`src/core/sfr_pkg.sv`:
```
package sfr_pkg;
  localparam logic [7:0] ADDR_MODE = 8'h00;
  localparam logic [7:0] ADDR_CTRL = 8'h04;
  localparam logic [7:0] ADDR_STATUS = 8'h08;
  localparam logic [7:0] ADDR_DATA = 8'h0c;
  localparam logic [7:0] ADDR_COUNT = 8'h10;
  localparam int FW_LSB = 0;
  localparam int FW_W = 10;
  localparam int NOTCH_BIT = 10;
  localparam int ZL_BIT = 11;
  localparam int ORDER_BIT = 12;
  localparam int CHOP_BIT = 13;
  localparam logic [9:0] FW_RESET = 10'h060;
  localparam logic [9:0] FW_NOTCH = 10'h060;
  localparam int DEC_BASE = 1024;
  localparam logic [2:0] SETTLE_SINC4 = 3'h4;
  localparam logic [2:0] SETTLE_THIRD_ORDER_SELECT = 3'h3;
  localparam int NOTCH_SPAN = 5;
  typedef enum logic [1:0] {
    ST_IDLE,
    ST_SETTLE,
    ST_RUN
  } sfr_state_t;
endpackage

```
`src/core/sfr_filter.sv`:
```
// Local design decisions: the placing of the registers and the APB register port.
`timescale 1ns/1ps
`default_nettype none
module sfr_filter #(
  parameter int DW = 24
) (
  input wire logic mclk_in,
  input wire logic reset_n_in,
  input wire logic psel_in,
  input wire logic penable_in,
  input wire logic pwrite_in,
  input wire logic [7:0] paddr_in,
  input wire logic [31:0] pwdata_in,
  output logic [31:0] prdata_out,
  output logic pready_out,
  output logic pslverr_out,
  input wire logic bitstream_in,
  input wire logic [2:0] channel_in,
  output logic modulator_reset_out,
  output logic [DW-1:0] result_out,
  output logic result_valid_out,
  output logic result_settled_out,
  output logic third_order_out,
  output logic notch_active_out
);
  typedef struct packed {
    logic [9:0] filter_word;
    logic notch;
    logic zero_latency;
    logic third_order;
    logic notch_active;
    logic [9:0] sub;
    logic [9:0] dec;
    logic [2:0] periods;
    sfr_pkg::sfr_state_t state;
    logic [DW-1:0] acc;
    logic [DW-1:0] result;
    logic valid;
    logic settled;
    logic mod_reset;
    logic [2:0] chan;
    logic [31:0] count;
    logic [31:0] prdata;
    logic pready;
    logic pslverr;
    logic bs1;
    logic bs2;
    logic [2:0] ch1;
    logic [2:0] ch2;
  } sfr_regs_t;

  // Power-up state: fourth order, zero latency off, default filter word
  localparam sfr_regs_t RESET_R = '{
    filter_word: sfr_pkg::FW_RESET,
    notch: 1'b0,
    zero_latency: 1'b0,
    third_order: 1'b0,
    notch_active: 1'b0,
    sub: 10'h0,
    dec: 10'h0,
    periods: 3'h0,
    state: sfr_pkg::ST_SETTLE,
    acc: '0,
    result: '0,
    valid: 1'b0,
    settled: 1'b0,
    mod_reset: 1'b0,
    chan: 3'h0,
    count: 32'h0,
    prdata: 32'h0,
    pready: 1'b0,
    pslverr: 1'b0,
    bs1: 1'b0,
    bs2: 1'b0,
    ch1: 3'h0,
    ch2: 3'h0
  };

  sfr_regs_t r;
  sfr_regs_t next_r;
  // Bus decode
  logic access;
  logic wr_mode;
  logic wr_ctrl;
  logic rd_err;
  logic chan_moved;
  logic restart;
  logic [9:0] fw_wr;
  logic [9:0] fw_next;
  logic notch_next;

  // Conversion timing
  logic counting;
  logic settle_phase;
  logic last_sub;
  logic last_dec;
  logic period_end;
  logic settle_done;
  logic [2:0] settle_len;
  logic [9:0] sub_inc;
  logic [9:0] dec_inc;
  logic [2:0] periods_inc;
  logic [31:0] count_inc;
  logic [DW-1:0] acc_sum;

  // Settling time in output data periods for the selected order
  function automatic logic [2:0] settle_periods(input logic third);
    if (third) begin
      settle_periods = sfr_pkg::SETTLE_THIRD_ORDER_SELECT;
    end else begin
      settle_periods = sfr_pkg::SETTLE_SINC4;
    end
  endfunction

  function automatic logic addr_is(input logic [7:0] a, input logic [7:0] target);
    addr_is = (a == target);
  endfunction

  function automatic logic flag_of(input logic [31:0] d, input int pos);
    flag_of = d[pos];
  endfunction

  function automatic logic [31:0] mode_word(input sfr_regs_t s);
    mode_word = 32'h0;
    mode_word[sfr_pkg::FW_LSB +: sfr_pkg::FW_W] = s.filter_word;
    mode_word[sfr_pkg::NOTCH_BIT] = s.notch;
    mode_word[sfr_pkg::ZL_BIT] = s.zero_latency;
    mode_word[sfr_pkg::ORDER_BIT] = s.third_order;
    // Chop is not offered; its bit always reads zero
    mode_word[sfr_pkg::CHOP_BIT] = 1'b0;
  endfunction

  function automatic logic [31:0] status_word(input sfr_regs_t s);
    status_word = {26'h0, s.chan, s.settled, s.state};
  endfunction

  function automatic logic [31:0] read_word(input logic [7:0] a, input sfr_regs_t s);
    unique case (a)
      sfr_pkg::ADDR_MODE: begin
        read_word = mode_word(s);
      end
      sfr_pkg::ADDR_CTRL: begin
        read_word = 32'h0;
      end
      sfr_pkg::ADDR_STATUS: begin
        read_word = status_word(s);
      end
      sfr_pkg::ADDR_DATA: begin
        read_word = 32'(s.result);
      end
      sfr_pkg::ADDR_COUNT: begin
        read_word = s.count;
      end
      default: begin
        read_word = 32'h0;
      end
    endcase
  endfunction

  // Unmapped offsets answer with an error and zero data
  function automatic logic unmapped(input logic [7:0] a);
    unique case (a)
      sfr_pkg::ADDR_MODE: begin
        unmapped = 1'b0;
      end
      sfr_pkg::ADDR_CTRL: begin
        unmapped = 1'b0;
      end
      sfr_pkg::ADDR_STATUS: begin
        unmapped = 1'b0;
      end
      sfr_pkg::ADDR_DATA: begin
        unmapped = 1'b0;
      end
      sfr_pkg::ADDR_COUNT: begin
        unmapped = 1'b0;
      end
      default: begin
        unmapped = 1'b1;
      end
    endcase
  endfunction

  function automatic logic notch_hit(input logic notch, input logic [9:0] fw);
    notch_hit = notch && (fw == sfr_pkg::FW_NOTCH);
  endfunction

  // One wait state: the access phase counts once, while the answer is not yet out
  assign access = psel_in && penable_in && !r.pready;
  assign wr_mode = access && pwrite_in && addr_is(paddr_in, sfr_pkg::ADDR_MODE);
  assign wr_ctrl = access && pwrite_in && addr_is(paddr_in, sfr_pkg::ADDR_CTRL) && flag_of(pwdata_in, 0);
  assign rd_err = unmapped(paddr_in);
  // A new channel restarts the modulator and the filter
  assign chan_moved = (r.ch2 != r.chan);
  assign restart = wr_mode || wr_ctrl || chan_moved;
  assign fw_wr = pwdata_in[sfr_pkg::FW_LSB +: sfr_pkg::FW_W];
  assign fw_next = wr_mode ? fw_wr : r.filter_word;
  assign notch_next = wr_mode ? flag_of(pwdata_in, sfr_pkg::NOTCH_BIT) : r.notch;

  // sub counts modulator clocks, dec counts blocks of 1024 up to filter_word
  assign counting = (r.state == sfr_pkg::ST_SETTLE) || (r.state == sfr_pkg::ST_RUN);
  assign settle_phase = (r.state == sfr_pkg::ST_SETTLE) || r.zero_latency;
  assign last_sub = (r.sub == 10'(sfr_pkg::DEC_BASE - 1));
  assign last_dec = (r.dec == r.filter_word - 10'h1);
  assign period_end = counting && last_sub && last_dec;
  // periods counts completed output data periods of the settling phase
  assign settle_len = settle_periods(r.third_order);
  assign settle_done = (r.periods == settle_len - 3'h1);
  assign sub_inc = r.sub + 10'h1;
  assign dec_inc = r.dec + 10'h1;
  assign periods_inc = r.periods + 3'h1;
  assign count_inc = r.count + 32'h1;
  // The bit of the closing cycle still belongs to the closing conversion
  assign acc_sum = r.acc + DW'(r.bs2);

  always_comb begin
    next_r = r;
    // Pins from the modulator side pass two flops before any logic reads them
    next_r.bs1 = bitstream_in;
    next_r.bs2 = r.bs1;
    next_r.ch1 = channel_in;
    next_r.ch2 = r.ch1;
    next_r.valid = 1'b0;
    next_r.mod_reset = restart;
    next_r.pready = access;
    next_r.pslverr = 1'b0;

    if (access) begin
      next_r.prdata = read_word(paddr_in, r);
      next_r.pslverr = rd_err;
    end

    if (wr_mode) begin
      next_r.filter_word = fw_wr;
      next_r.notch = notch_next;
      next_r.zero_latency = flag_of(pwdata_in, sfr_pkg::ZL_BIT);
      next_r.third_order = flag_of(pwdata_in, sfr_pkg::ORDER_BIT);
    end
    next_r.notch_active = notch_hit(notch_next, fw_next);

    if (chan_moved) begin
      next_r.chan = r.ch2;
    end

    if (restart) begin
      // Modulator and filter start over; the next result waits a full settling time
      next_r.sub = 10'h0;
      next_r.dec = 10'h0;
      next_r.periods = 3'h0;
      next_r.acc = '0;
      next_r.settled = 1'b0;
      // A zero filter word parks the converter until the next restart
      if (fw_next == 10'h0) begin
        next_r.state = sfr_pkg::ST_IDLE;
      end else begin
        next_r.state = sfr_pkg::ST_SETTLE;
      end
    end else begin
      unique case (r.state)
        sfr_pkg::ST_IDLE: begin
          next_r.state = sfr_pkg::ST_IDLE;
        end

        sfr_pkg::ST_SETTLE, sfr_pkg::ST_RUN: begin
          next_r.acc = acc_sum;

          if (last_sub) begin
            next_r.sub = 10'h0;
          end else begin
            next_r.sub = sub_inc;
          end

          if (last_sub && last_dec) begin
            next_r.dec = 10'h0;
          end else if (last_sub) begin
            next_r.dec = dec_inc;
          end

          if (period_end) begin
            if (settle_phase) begin
              // Settling phase, or zero latency: a result only after a full settling time
              if (settle_done) begin
                next_r.periods = 3'h0;
                next_r.valid = 1'b1;
                next_r.state = sfr_pkg::ST_RUN;
              end else begin
                next_r.periods = periods_inc;
              end
            end else begin
              // Settled: one result per period, a step shows three (third order) or four (fourth order) results later
              next_r.valid = 1'b1;
            end
          end

          if (next_r.valid) begin
            next_r.result = acc_sum;
            next_r.acc = '0;
            next_r.count = count_inc;
            // Results since the last restart are all settled ones
            next_r.settled = 1'b1;
          end
        end

        default: begin
          next_r.state = sfr_pkg::ST_IDLE;
        end
      endcase
    end
  end

  always_ff @(posedge mclk_in or negedge reset_n_in) begin
    if (!reset_n_in) begin
      r <= RESET_R;
    end else begin
      r <= next_r;
    end
  end

  // Every output is a flop of the state register
  assign prdata_out = r.prdata;
  assign pready_out = r.pready;
  assign pslverr_out = r.pslverr;
  assign modulator_reset_out = r.mod_reset;
  assign result_out = r.result;
  assign result_valid_out = r.valid;
  assign result_settled_out = r.settled;
  assign third_order_out = r.third_order;
  assign notch_active_out = r.notch_active;
endmodule
`default_nettype wire

```
`config.mk`:
```
export PLATFORM = sky130hd
export DESIGN_NAME = sfr_filter
export DESIGN_NICKNAME = d
export VERILOG_FILES = /design/src/core/sfr_pkg.sv /design/src/core/sfr_filter.sv
export SDC_FILE = /design/constraint.sdc
export NUM_CORES = 1
export LEC_CHECK = 0
export BUFFER_PORTS_ARGS = -buffer_cell sky130_fd_sc_hd__buf_2
export CAP_MARGIN = 20
export CORE_UTILIZATION = 50
export CTS_CLUSTER_DIAMETER = 30
export DETAILED_ROUTE_END_ITERATION = 8
export PLACE_DENSITY = 0.7
export SETUP_SLACK_MARGIN = 0.3
export SLEW_MARGIN = 0
export SYNTH_ARGS = -nofsm -noshare
export SYNTH_HDL_FRONTEND = slang
export SYNTH_SLANG_ARGS = --single-unit
```
`constraint.sdc`:
```
create_clock -name mclk_in -period 7.5 [get_ports mclk_in]
set_input_delay 0.75 -clock mclk_in [delete_from_list [all_inputs] [get_ports mclk_in]]
set_output_delay 0.75 -clock mclk_in [all_outputs]
set_load 0.03 [all_outputs]
```
==> results.md, run 1 <==
* Status: finished, final reports clean
* PD cells at about 200 nW/um^2
* Min-Delay Path Class: flop to flop
* Synth-to-Final Area Change at 9.22%
* Grt ovf at 0
* Average size of a mapped cell at 9.33 sq um
* Final hold vios at 0
* CTS root buf: clkbuf_16
* Critical R2R Capture: result_out[9]
* Number of synthesized register bits at 167
* Via count at 6744
* CP max stage cell: or2_1
* H-tree level count at 4
* Crit path launch type: flop
* Max Cap Viol at 0
* First-pass GRT wire length at 32.3 mm
* Io pins at ~110
* Slew headroom at 28.8%
* Cell chain of the critical path: inv_1 > ha_1 > xor2_1 > nand2_1 > a211o_1 > nor4b_4 > nand4_4 > or2_1 > o21ai_0
* RSZ-0062 raised after global routing: false
* Largest area contributor in the netlist: dfrtp_1
* Min cycle time layout at 3270 ps
* Number of flops mapped to enable cells by yosys at 0
* Post-synth ARST share at 100%
* Post-Route WL at 19.9 mm
* Fillcell total at around 1500
* Top cell type's share of synthesized area at 47.0%
* Commonest cells after routing, fill and taps aside: 164 x dfrtp_1, 161 x nand2_1, 91 x buf_2
* Synth top area cells: dfrtp_1 47%, nand2_1 6.9%, buf_4 4.9%
* Drt pass-1 iters at 8
* Slew Viols, Final at 0
* Mapped Area at between 8000 and 9000 sq um
* Nets at around 1000
* Clk slew on worst S/H paths at roughly 60 ps
* GRT Resource Usage Total at a little under a quarter
* Fin util at 56.7%
* Top Family by Delay on Critical Path: simple AND/OR/NAND/NOR gates
* Via/cell ratio at 5.70
* Routability Congestion at 0.893
* Syn nets at 992
* Reg-to-Reg Start: r[157]
* # rows at 47
* Antenna cells at 0
* Die Width at 134 um
* # port buffers at 92
* Final period utilization at between 40% and 50%
* Fmax at 306 MHz
* Vias in the first global route at 6314
* Drt wl/cell at roughly 17 um
* Max VDD drop at 0.000153 V
* Min Hold Slack at roughly 350 ps
* Crit. End Element: flop
* Layout Cells excl Fill at roughly 1200
* DR iter-0 viols at 558
* Slowest stage delay, CP at 650 ps
* Cts hold-fix bufs at 0
* Final setup viols at 0
* CP Data Arrival Time at 3600 ps
* Worst-case reg-to-reg path depth at 9
* Final Skew at approximately 5.3 ps
* Routed Antenna Nets at 0
* Inst Count DP at 1152
* Worst endpoint required time at 7830 ps
* Worst-skew pair later-pin latency at 430 ps
* DIE HEIGHT at 134 um
* DP Area at 8900 sq um
* Critical path buffer and inverter count at 1
* Largest net degree at the start of global routing at 103
* WS Path Type: flop to flop
* Residual DRC at 0
* Commonest non-fill, non-tap cell in the layout: dfrtp_1
* CTS tree: built
* Prevailing post-synth register cell: dfrtp_1
* Syn. warnings at 0
* Crit-path max FO at 28
* Design area at 9530 sq um
* Clock sinks at roughly 170
* CP endpoint: result_out[9]
* CP startpoint: r[157]
* Leak Pwr at approximately 4.4 nW
* Die area at approximately 18000 sq um
* Initial antenna violation count at 0
* Core Area at 16800 sq um
* Inserted Clock Buffers at 17
* Clk buf depth at 2
* Mapped Cells at 935
* Worst-Margin Slew at 1070 ps
* Postcts setup bufs at 0
* Setup TNS at 0 ps
* R2R setup slack at 4230 ps
* Sequential area share after synthesis at 47.9%
* Fraction of layout cells with a size suffix above 1 at 17.0%
* Post-CTS sizing at 0
* Initial Util at 51.9%
* CP Depth at 9
* Cell variety after synth at 63
* Detail Placement HPWL at around 13 mm
-- kinds of logic (layout without fill, tap and decap cells) --
group | after synthesis | in the layout | synth area share, %
compound gates | 152 | 152 | 11.3
xor+xnor | 71 | 71 | 7.13
fa+ha+maj | 8 | 8 | 1.15
buf+inv | 140 | 169 | 8.75
flops | 167 | 167 | 47.9
mux | 14 | 14 | 1.69
simple gates | 383 | 383 | 22.1
-- worst min path at each step --
| stage | start | to | slack, ps | depth (start not counted) |
|---|---|---|---|---|
| final | next_r[0] | r[0] | 350 | 0 |
| after global routing | next_r[6] | r[6] | 370 | 0 |
| after CTS | next_r[6] | r[6] | 360 | 0 |
| after detailed placement | next_r[1] | r[1] | 340 | 0 |
| after global placement | next_r[6] | r[6] | 330 | 0 |
| after floorplan | next_r[0] | r[0] | 330 | 0 |
-- per-stage QoR --
step | setup WS, ps | power (mW)
6_report | 4230 | 1.91
3_5_place_dp | 4030 | 1.01
4_1_cts | 4190 | 1.92
3_3_place_gp | 4020 | 1.01
2_1_floorplan | 4770 | 0.971
5_1_grt | 4020 | 1.97
-- registers in the layout, indices dropped and copies added (netlist names) --
name	flops
pready_out	1
third_order_out	1
prdata_out	32
r	100
next_r	4
result_settled_out	1
result_out	24
pslverr_out	1
modulator_reset_out	1
notch_active_out	1
result_valid_out	1
-- synth_stat cells, drive strengths merged (3+ instances only) --
cell,number
o21ai,59
a22oi,11
dfstp,3
inv,38
xnor2,35
nand2,161
xor2,36
a21oi,21
or3,9
nor2,42
nor2b,3
and3b,4
nand3,59
dfrtp,164
mux2,6
a222oi,13
nor4b,3
mux2i,8
a2111oi,14
nand4,18
clkbuf,30
and3,14
buf,72
a21o,6
and4,4
or2,4
ha,8
nor3,32
and2,4
a31oi,11
nor4,16
o22ai,4
-- worst reg2reg max path, cell delays in order (launching register included) --
cell     delay (ps)
dfrtp_1         530
inv_1            80
ha_1            310
xor2_1          140
nand2_1          80
a211o_1         300
nor4b_4         290
nand4_4         480
or2_1           660
o21ai_0         290
-- area by class of cell --
class,instances,area [sq um],share of cell area [%]
inverters,38,143,1.50
flip-flops and latches,167,4180,43.9
clock inverters,13,171,1.80
repair buffers,99,519,5.45
multi-input cells,628,3780,39.7
clock buffers,19,453,4.75
well taps,220,275,2.89
-- metal layers --
| layer | vias up | wire length (um) | GRT usage, % |
|---|---|---|---|
| met3 | 20 | 1030 | 4.95 |
| met2 | 184 | 9250 | 35.8 |
| li1 | 3245 | - | - |
| met4 | 0 | 327 | 7.05 |
| met1 | 3295 | 9320 | 32.2 |
| met5 | - | 0 | 0 |
-- where the power goes --
part	total, mW	switching (mW)	internal, mW
sequential	0.915	0.00674	0.908
combinational	0.0806	0.0596	0.0210
clock	0.914	0.370	0.544
Power figures use the tool's default switching activity.
==> inputs of run 2 (changes only) <==
--- a/config.mk
+++ b/config.mk
@@ -5,12 +5,13 @@
 export SDC_FILE = /design/constraint.sdc
 export NUM_CORES = 1
 export LEC_CHECK = 0
+export ABC_AREA = 1
 export BUFFER_PORTS_ARGS = -buffer_cell sky130_fd_sc_hd__buf_2
 export CAP_MARGIN = 20
 export CORE_UTILIZATION = 50
 export CTS_CLUSTER_DIAMETER = 30
 export DETAILED_ROUTE_END_ITERATION = 8
-export PLACE_DENSITY = 0.7
+export PLACE_DENSITY = 0.73
 export SETUP_SLACK_MARGIN = 0.3
 export SLEW_MARGIN = 0
 export SYNTH_ARGS = -nofsm -noshare
==> constraint.sdc (replaced) <==
create_clock -name mclk_in -period 2.66 [get_ports mclk_in]
set_input_delay 0.266 -clock mclk_in [delete_from_list [all_inputs] [get_ports mclk_in]]
set_output_delay 0.266 -clock mclk_in [all_outputs]
set_load 0.03 [all_outputs]
==> results.md, run 2 <==
* Top cell by count, worst path: nand2_1
* Clk slew on worst S/H paths at 70 ps (about the same)
* Synth top area cells: dfrtp_1 45%, nand2_1 14%, inv_1 5.3%
* Worst-case reg-to-reg path depth at 14 (+5)
* Commonest cells after routing, fill and taps aside: 336 x nand2_1, 164 x dfrtp_1, 127 x inv_1
* CTS root buf: clkbuf_16
* Fillcell total at 1575 (+5.8%)
* Cell variety after synth at 37 (-41%)
* Vias in the first global route at 7602 (+20%)
* Crit. End Element: flop
* Min Hold Slack at 71.7 ps (-283 ps)
* Reg-to-Reg Start: r[161]
* Worst-skew pair later-pin latency at 430 ps (about the same)
* Drt wl/cell at 15.6 um (-7.4%)
* GRT Resource Usage Total at 25.5% (+2.5 points)
* Inst Count DP at 1447 (+26%)
* H-tree level count at 4 (unchanged)
* Die area at 18900 sq um (+5.3%)
* DIE HEIGHT at 138 um (+2.6%)
* Max Cap Viol at 0 (unchanged)
* Clock sinks at 167 (unchanged)
* Min-Delay Path Class: input port to flop
* Core Area at 18000 sq um (+6.8%)
* Die Width at 138 um (+2.6%)
* Hold Startpoint: pwdata_in[12]
* Top cell type's share of synthesized area at 44.6% (-2.4 points)
* Crit path launch type: flop
* Critical R2R Capture: r[57]
* Setup TNS at 0 ps (unchanged)
* Post-synth ARST share at 100% (unchanged)
* Initial antenna violation count at 0 (unchanged)
* Sequential area share after synthesis at 45.5% (-2.4 points)
* RSZ-0062 raised after global routing: true
* Min cycle time layout at 2290 ps (-978 ps)
* Largest net degree at the start of global routing at 61 (-41%)
* Routability Congestion at 0.893 (about the same)
* Nets at 1313 (+30%)
* Final Skew at 8.26 ps (+2.95 ps)
* Fmax at 437 MHz (+43%)
* Fraction of layout cells with a size suffix above 1 at 17.0% (+0.022 points)
* Post-Route WL at 23.3 mm (+17%)
* Via count at 8155 (+21%)
* DR iter-0 viols at 807 (+45%)
* Worst-Margin Slew at 559 ps (-508 ps)
* Drt pass-1 iters at 7 (-1)
* Antenna cells at 0 (unchanged)
* Via/cell ratio at 5.45 (-4.4%)
* Leak Pwr at 4.94 nW (+12%)
* Io pins at 112 (unchanged)
* Hold Path End: third_order_out
* Average size of a mapped cell at 7.70 sq um (-17%)
* Max VDD drop at 0.000561 V (+270%)
* Prevailing post-synth register cell: dfrtp_1
* Syn nets at 1251 (+26%)
* Final hold vios at 0 (unchanged)
* Initial Util at 51.2% (-0.69 points)
* Total power at 5.24 mW (+170%)
* Detail Placement HPWL at 16.5 mm (+22%)
* Largest area contributor in the netlist: dfrtp_1
* Number of synthesized register bits at 167 (unchanged)
* Worst endpoint required time at 2990 ps (-4840 ps)
* Status: finished, final reports clean
* Slew headroom at 62.8% (+34 points)
* Most common cell in the synthesized netlist: nand2_1
* Max reg flops at 100 (unchanged)
* CP Data Arrival Time at 2610 ps (-990 ps)
* # rows at 49 (+4.3%)
* Syn. warnings at 0 (unchanged)
* Layout Cells excl Fill at 1497 (+26%)
* Inserted Clock Buffers at 17 (unchanged)
* Mapped Cells at 1194 (+28%)
* Synth-to-Final Area Change at 14.0%
* CTS tree: built
* Crit-path max FO at 8 (-71%)
* PD cells at 500 nW/um^2 (+150%)
* Grt ovf at 0 (unchanged)
* Largest register by flop count: r
* Cell chain of the critical path: inv_2 > nand2_1 > nor2_1 > nand3_2 > nand2_2 > nand3_1 > nor2_2 > nand3_2 > nor2_4 > buf_12 > buf_12 > nand2_1 > nand2_1 > nand2_1
* Commonest cells post-synth: 339 x nand2_1, 164 x dfrtp_1, 129 x inv_1
* Hold Path Cell Cnt at 2 (+2)
* Residual DRC at 0 (unchanged)
* WS Path Type: flop to flop
* R2R setup slack at 370 ps (-3860 ps)
* Final period utilization at 86.0% (+42 points)
* First-pass GRT wire length at 36.9 mm (+14%)
* Commonest non-fill, non-tap cell in the layout: nand2_1
* CP max stage cell: dfrtp_1
* Mapped Area at 9190 sq um (+5.4%)
* Routed Antenna Nets at 0 (unchanged)
* # port buffers at 92 (unchanged)
* Fin util at 58.4% (+1.7 points)
* Final setup viols at 0 (unchanged)
* Slowest stage delay, CP at 530 ps (-120 ps)
* Number of flops mapped to enable cells by yosys at 0 (unchanged)
* Clk buf depth at 2 (unchanged)
* Slew Viols, Final at 0 (unchanged)
[run 2: cell types whose count changed in the layout (fill, tap and decap cells not counted), moves of 18 or more]
cell and delta:
xnor2_1 -24, nand2_1 +175, nor2_1 +43, nand4_1 +18, nand3_1 +24, o22ai_1 +22
buf_4 +24, inv_1 +90
[run 2: worst max-delay path: cells and delay by family (launching register included)]
family / cells / cell delay, ps
buf+inv: 3 / 400
flops: 1 / 530
simple gates: 11 / 1230
[run 2: cells by family after synthesis]
logic type | count (synthesis) | share of synthesized area (%)
DFF | 167 | 45.5
adders and majority gates | 8 | 1.09
buffers and inverters | 230 | 12.1
muxes | 4 | 0.476
AOI/OAI and AO/OA | 128 | 7.84
xor gates and xnor gates | 41 | 3.91
and+or+nand+nor | 616 | 29.1
[run 2: per-layer routing]
layer / part of all wire [%] / wire length, um / up-vias / track usage, %
met4: 2.7 / 633 / 0 / 10.6
li1: - / - / 3945 / -
met3: 4.6 / 1080 / 45 / 3.79
met5: 0 / 0 / - / 0
met2: 48 / 11200 / 263 / 40.4
met1: 45 / 10400 / 3902 / 34.7
[run 2: repair_timing]
item / 4_1_cts / 5_1_grt
gates cloned: 1 / 2
pin swaps: 1 / 5
endpoints found under the setup margin: 16 / 91
setup buffers: 2 / 9
hold endpoints to repair: 60 / 0
gates resized for setup: 2 / 25
hold buffers: 5 / 0
[run 2: per-stage QoR]
step	instance area, sq um	worst slack, ps
floorplan	9190	586
finish	10500	371
CTS	10300	285
global route	10500	208
global placement	9600	321
detailed placement	9600	273
[run 2: cell type report]
class                           count  area, sq um  area share [%]
Sequential cell                   167         4180            39.9
Multi-Input combinational cell    797         3990            38.0
Timing Repair Buffer              138          958            9.14
Inverter                          135          513            4.89
Clock buffer                       20          457            4.36
Tap cell                          229          287            2.73
Clock inverter                     11          100           0.955
[run 2: how the worst max path moves through the flow]
stage | startpoint | endpoint | depth (start not counted)
final | r[161] | r[57] | 14
after global routing | r[158] | r[57] | 16
after CTS | r[157] | r[52] | 15
after detailed placement | r[157] | r[61] | 14
after global placement | r[158] | r[61] | 14
after floorplan | r[157] | r[64] | 14
[run 2: power by group]
part	internal [mW]	switching (mW)
Combinational	0.0834	0.185
Clock	1.33	1.05
Sequential	2.57	0.0213
Total	3.98	1.26
==> inputs of run 3 (changes only) <==
--- a/config.mk
+++ b/config.mk
@@ -8,10 +8,10 @@
 export ABC_AREA = 1
 export BUFFER_PORTS_ARGS = -buffer_cell sky130_fd_sc_hd__buf_2
 export CAP_MARGIN = 20
-export CORE_UTILIZATION = 50
+export CORE_UTILIZATION = 53
 export CTS_CLUSTER_DIAMETER = 30
 export DETAILED_ROUTE_END_ITERATION = 8
-export PLACE_DENSITY = 0.73
+export PLACE_DENSITY = 0.77
 export SETUP_SLACK_MARGIN = 0.3
 export SLEW_MARGIN = 0
 export SYNTH_ARGS = -nofsm -noshare
==> results.md, run 3 (synthesized netlist as in run 2, its figures left out) <==
* Inserted Clock Buffers at 17 (unchanged)
* Combinational power share at 4.9% (-0.2 points)
* Final hold vios at 0 (unchanged)
* Crit path launch type: flop
* Clock sinks at 167 (unchanged)
* Largest register by flop count: r
* Min-Delay Path Class: input port to flop
* First-pass GRT wire length at 38.3 mm (+3.8%)
* PD cells at 504 nW/um^2 (+0.75%)
* Clk slew on worst S/H paths at 70 ps (about the same)
* Worst-skew pair later-pin latency at 440 ps (about the same)
* Fmax at 415 MHz (-4.9%)
* Crit. End Element: flop
* Vias in the first global route at 7763 (+2.1%)
* Fraction of layout cells with a size suffix above 1 at 18.6% (+1.5 points)
* Routed Antenna Nets at 0 (unchanged)
* Via/cell ratio at 5.66 (+4.0%)
* Status: finished, final reports clean
* Min cycle time layout at 2410 ps (+119 ps)
* Fillcell total at 1359 (-14%)
* Commonest cells after routing, fill and taps aside: 334 x nand2_1, 163 x dfrtp_1, 128 x inv_1
* Worst-Margin Slew at 724 ps (+166 ps)
* Grt ovf at 0 (unchanged)
* Commonest non-fill, non-tap cell in the layout: nand2_1
* Slew headroom at 51.6% (-11 points)
* WS Path Type: flop to flop
* Antenna cells at 0 (unchanged)
* Slowest stage delay, CP at 400 ps (-130 ps)
* Routability Congestion at 0.914 (+2.3%)
* H-tree level count at 4 (unchanged)
* CP Data Arrival Time at 2730 ps (+120 ps)
* Slew Viols, Final at 0 (unchanged)
* Die Width at 134 um (-2.8%)
* DR iter-0 viols at 859 (+6.4%)
* Synth-to-Final Area Change at 16.8%
* Core Area at 16800 sq um (-6.7%)
* Total power at 5.41 mW (+3.3%)
* Switching share of power at 23.4% (-0.62 points)
* Leak Pwr at 5.05 nW (+2.1%)
* Design area at 10700 sq um (+2.5%)
* Drt pass-1 iters at 6 (-1)
* Cell chain of the critical path: inv_2 > ha_4 > xnor2_2 > nor2_2 > nand2_1 > nor2_2 > nand3_2 > nor2_4 > buf_6 > nand4_4 > buf_12 > buf_6 > o21ai_0
* CTS tree: built
* Nets at 1310 (-0.23%)
* # port buffers at 92 (unchanged)
* # rows at 47 (-4.1%)
* Residual DRC at 0 (unchanged)
* CTS root buf: clkbuf_16
* Post-Route WL at 25.2 mm (+8.2%)
* Drt wl/cell at 17.0 um (+9.0%)
* Clk pwr share at 47.3% (+1.8 points)
* Inst Count DP at 1432 (-1.0%)
* Final Skew at 7.68 ps (-0.580 ps)
* Io pins at 112 (unchanged)
* Fin util at 64.1% (+5.7 points)
* Final setup viols at 0 (unchanged)
* DP Area at 9520 sq um (-0.85%)
* Max Cap Viol at 0 (unchanged)
* CP max stage cell: dfrtp_1
* Initial antenna violation count at 0 (unchanged)
* Max reg flops at 100 (unchanged)
* Final period utilization at 90.5% (+4.5 points)
* Via count at 8417 (+3.2%)
* DIE HEIGHT at 134 um (-2.8%)
* Pint at 4.15 mW (+4.1%)
* GRT Resource Usage Total at 27.3% (+1.9 points)
* Setup TNS at 0 ps (unchanged)
* Worst endpoint required time at 2980 ps (about the same)
* Register share of total power at 47.8% (-1.6 points)
* Largest net degree at the start of global routing at 72 (+18%)
* Detail Placement HPWL at 16.3 mm (-0.83%)
* Layout Cells excl Fill at 1486 (-0.73%)
* Initial Util at 54.9% (+3.7 points)
* Max VDD drop at 0.000482 V (-14%)
* Crit-path max FO at 6 (-2)
* Psw at 1.27 mW (+0.57%)
* Die area at 17900 sq um (-5.6%)
* Clk buf depth at 2 (unchanged)
* RSZ-0062 raised after global routing: true
## run 3: what timing repair did
item / 4_1_cts / 5_1_grt
endpoints found under the hold margin: 71 / 0
gates resized for setup: 7 / 73
pin swaps: 4 / 18
endpoints found under the setup margin: 25 / 95
hold buffers: 5 / 0
buffers inserted: 6 / 1
cloned: 2 / 8
## run 3: worst paths after layout
check | from | end | slack, ps | cells after the start
min | pwdata_in[12] | third_order_out | 70 | 2
max in group asynchronous | reset_n_in | next_r[6] | 1440 | 3
min reg2reg | next_r[6] | r[6] | 350 | 0
max | r[158] | result_out[10] | 250 | 13
min in group asynchronous | reset_n_in | result_valid_out | 420 | 2
max reg2reg | r[158] | result_out[10] | 250 | 13
## run 3: per-stage QoR
step	setup slack, ps	hold WS [ps]
global placement	304	321
floorplan	586	-29.6
finish	253	65.6
detailed placement	245	323
global route	210	75.4
CTS	273	66.6
## run 3: critical path, delay by kind of cell (launching register included)
kind	cells	cell delay, ps
adders and majority gates	1	220
buffers and inverters	4	550
xor gates and xnor gates	1	130
and+or+nand+nor	6	720
AOI/OAI and AO/OA	1	270
DFF	1	400
## run 3: power groups by stage
stage / sequential, mW / clock, mW / combinational, mW
floorplan: 2.64 / 0 / 0.119
global placement: 2.63 / 0 / 0.249
detailed placement: 2.64 / 0 / 0.252
CTS: 2.59 / 2.56 / 0.261
global route: 2.59 / 2.68 / 0.295
finish: 2.59 / 2.56 / 0.266
## run 3: layout make-up
cell class | instances | area (sq um) | share of cell area, %
timing repair buffer | 135 | 1000 | 9.33
inverter | 135 | 507 | 4.72
multi-input combinational | 797 | 4180 | 38.9
clock inverter | 11 | 146 | 1.36
sequential | 167 | 4180 | 38.9
tap | 220 | 275 | 2.56
clock buffer | 21 | 450 | 4.19
## run 3: layer usage
metal | vias to the layer above | track usage [%] | share of wire, %
met5 | - | 0 | 0
met4 | 0 | 11.7 | 4.0
met3 | 89 | 5.56 | 7.3
met2 | 385 | 44.1 | 48
met1 | 4014 | 35.6 | 41
li1 | 3929 | - | -
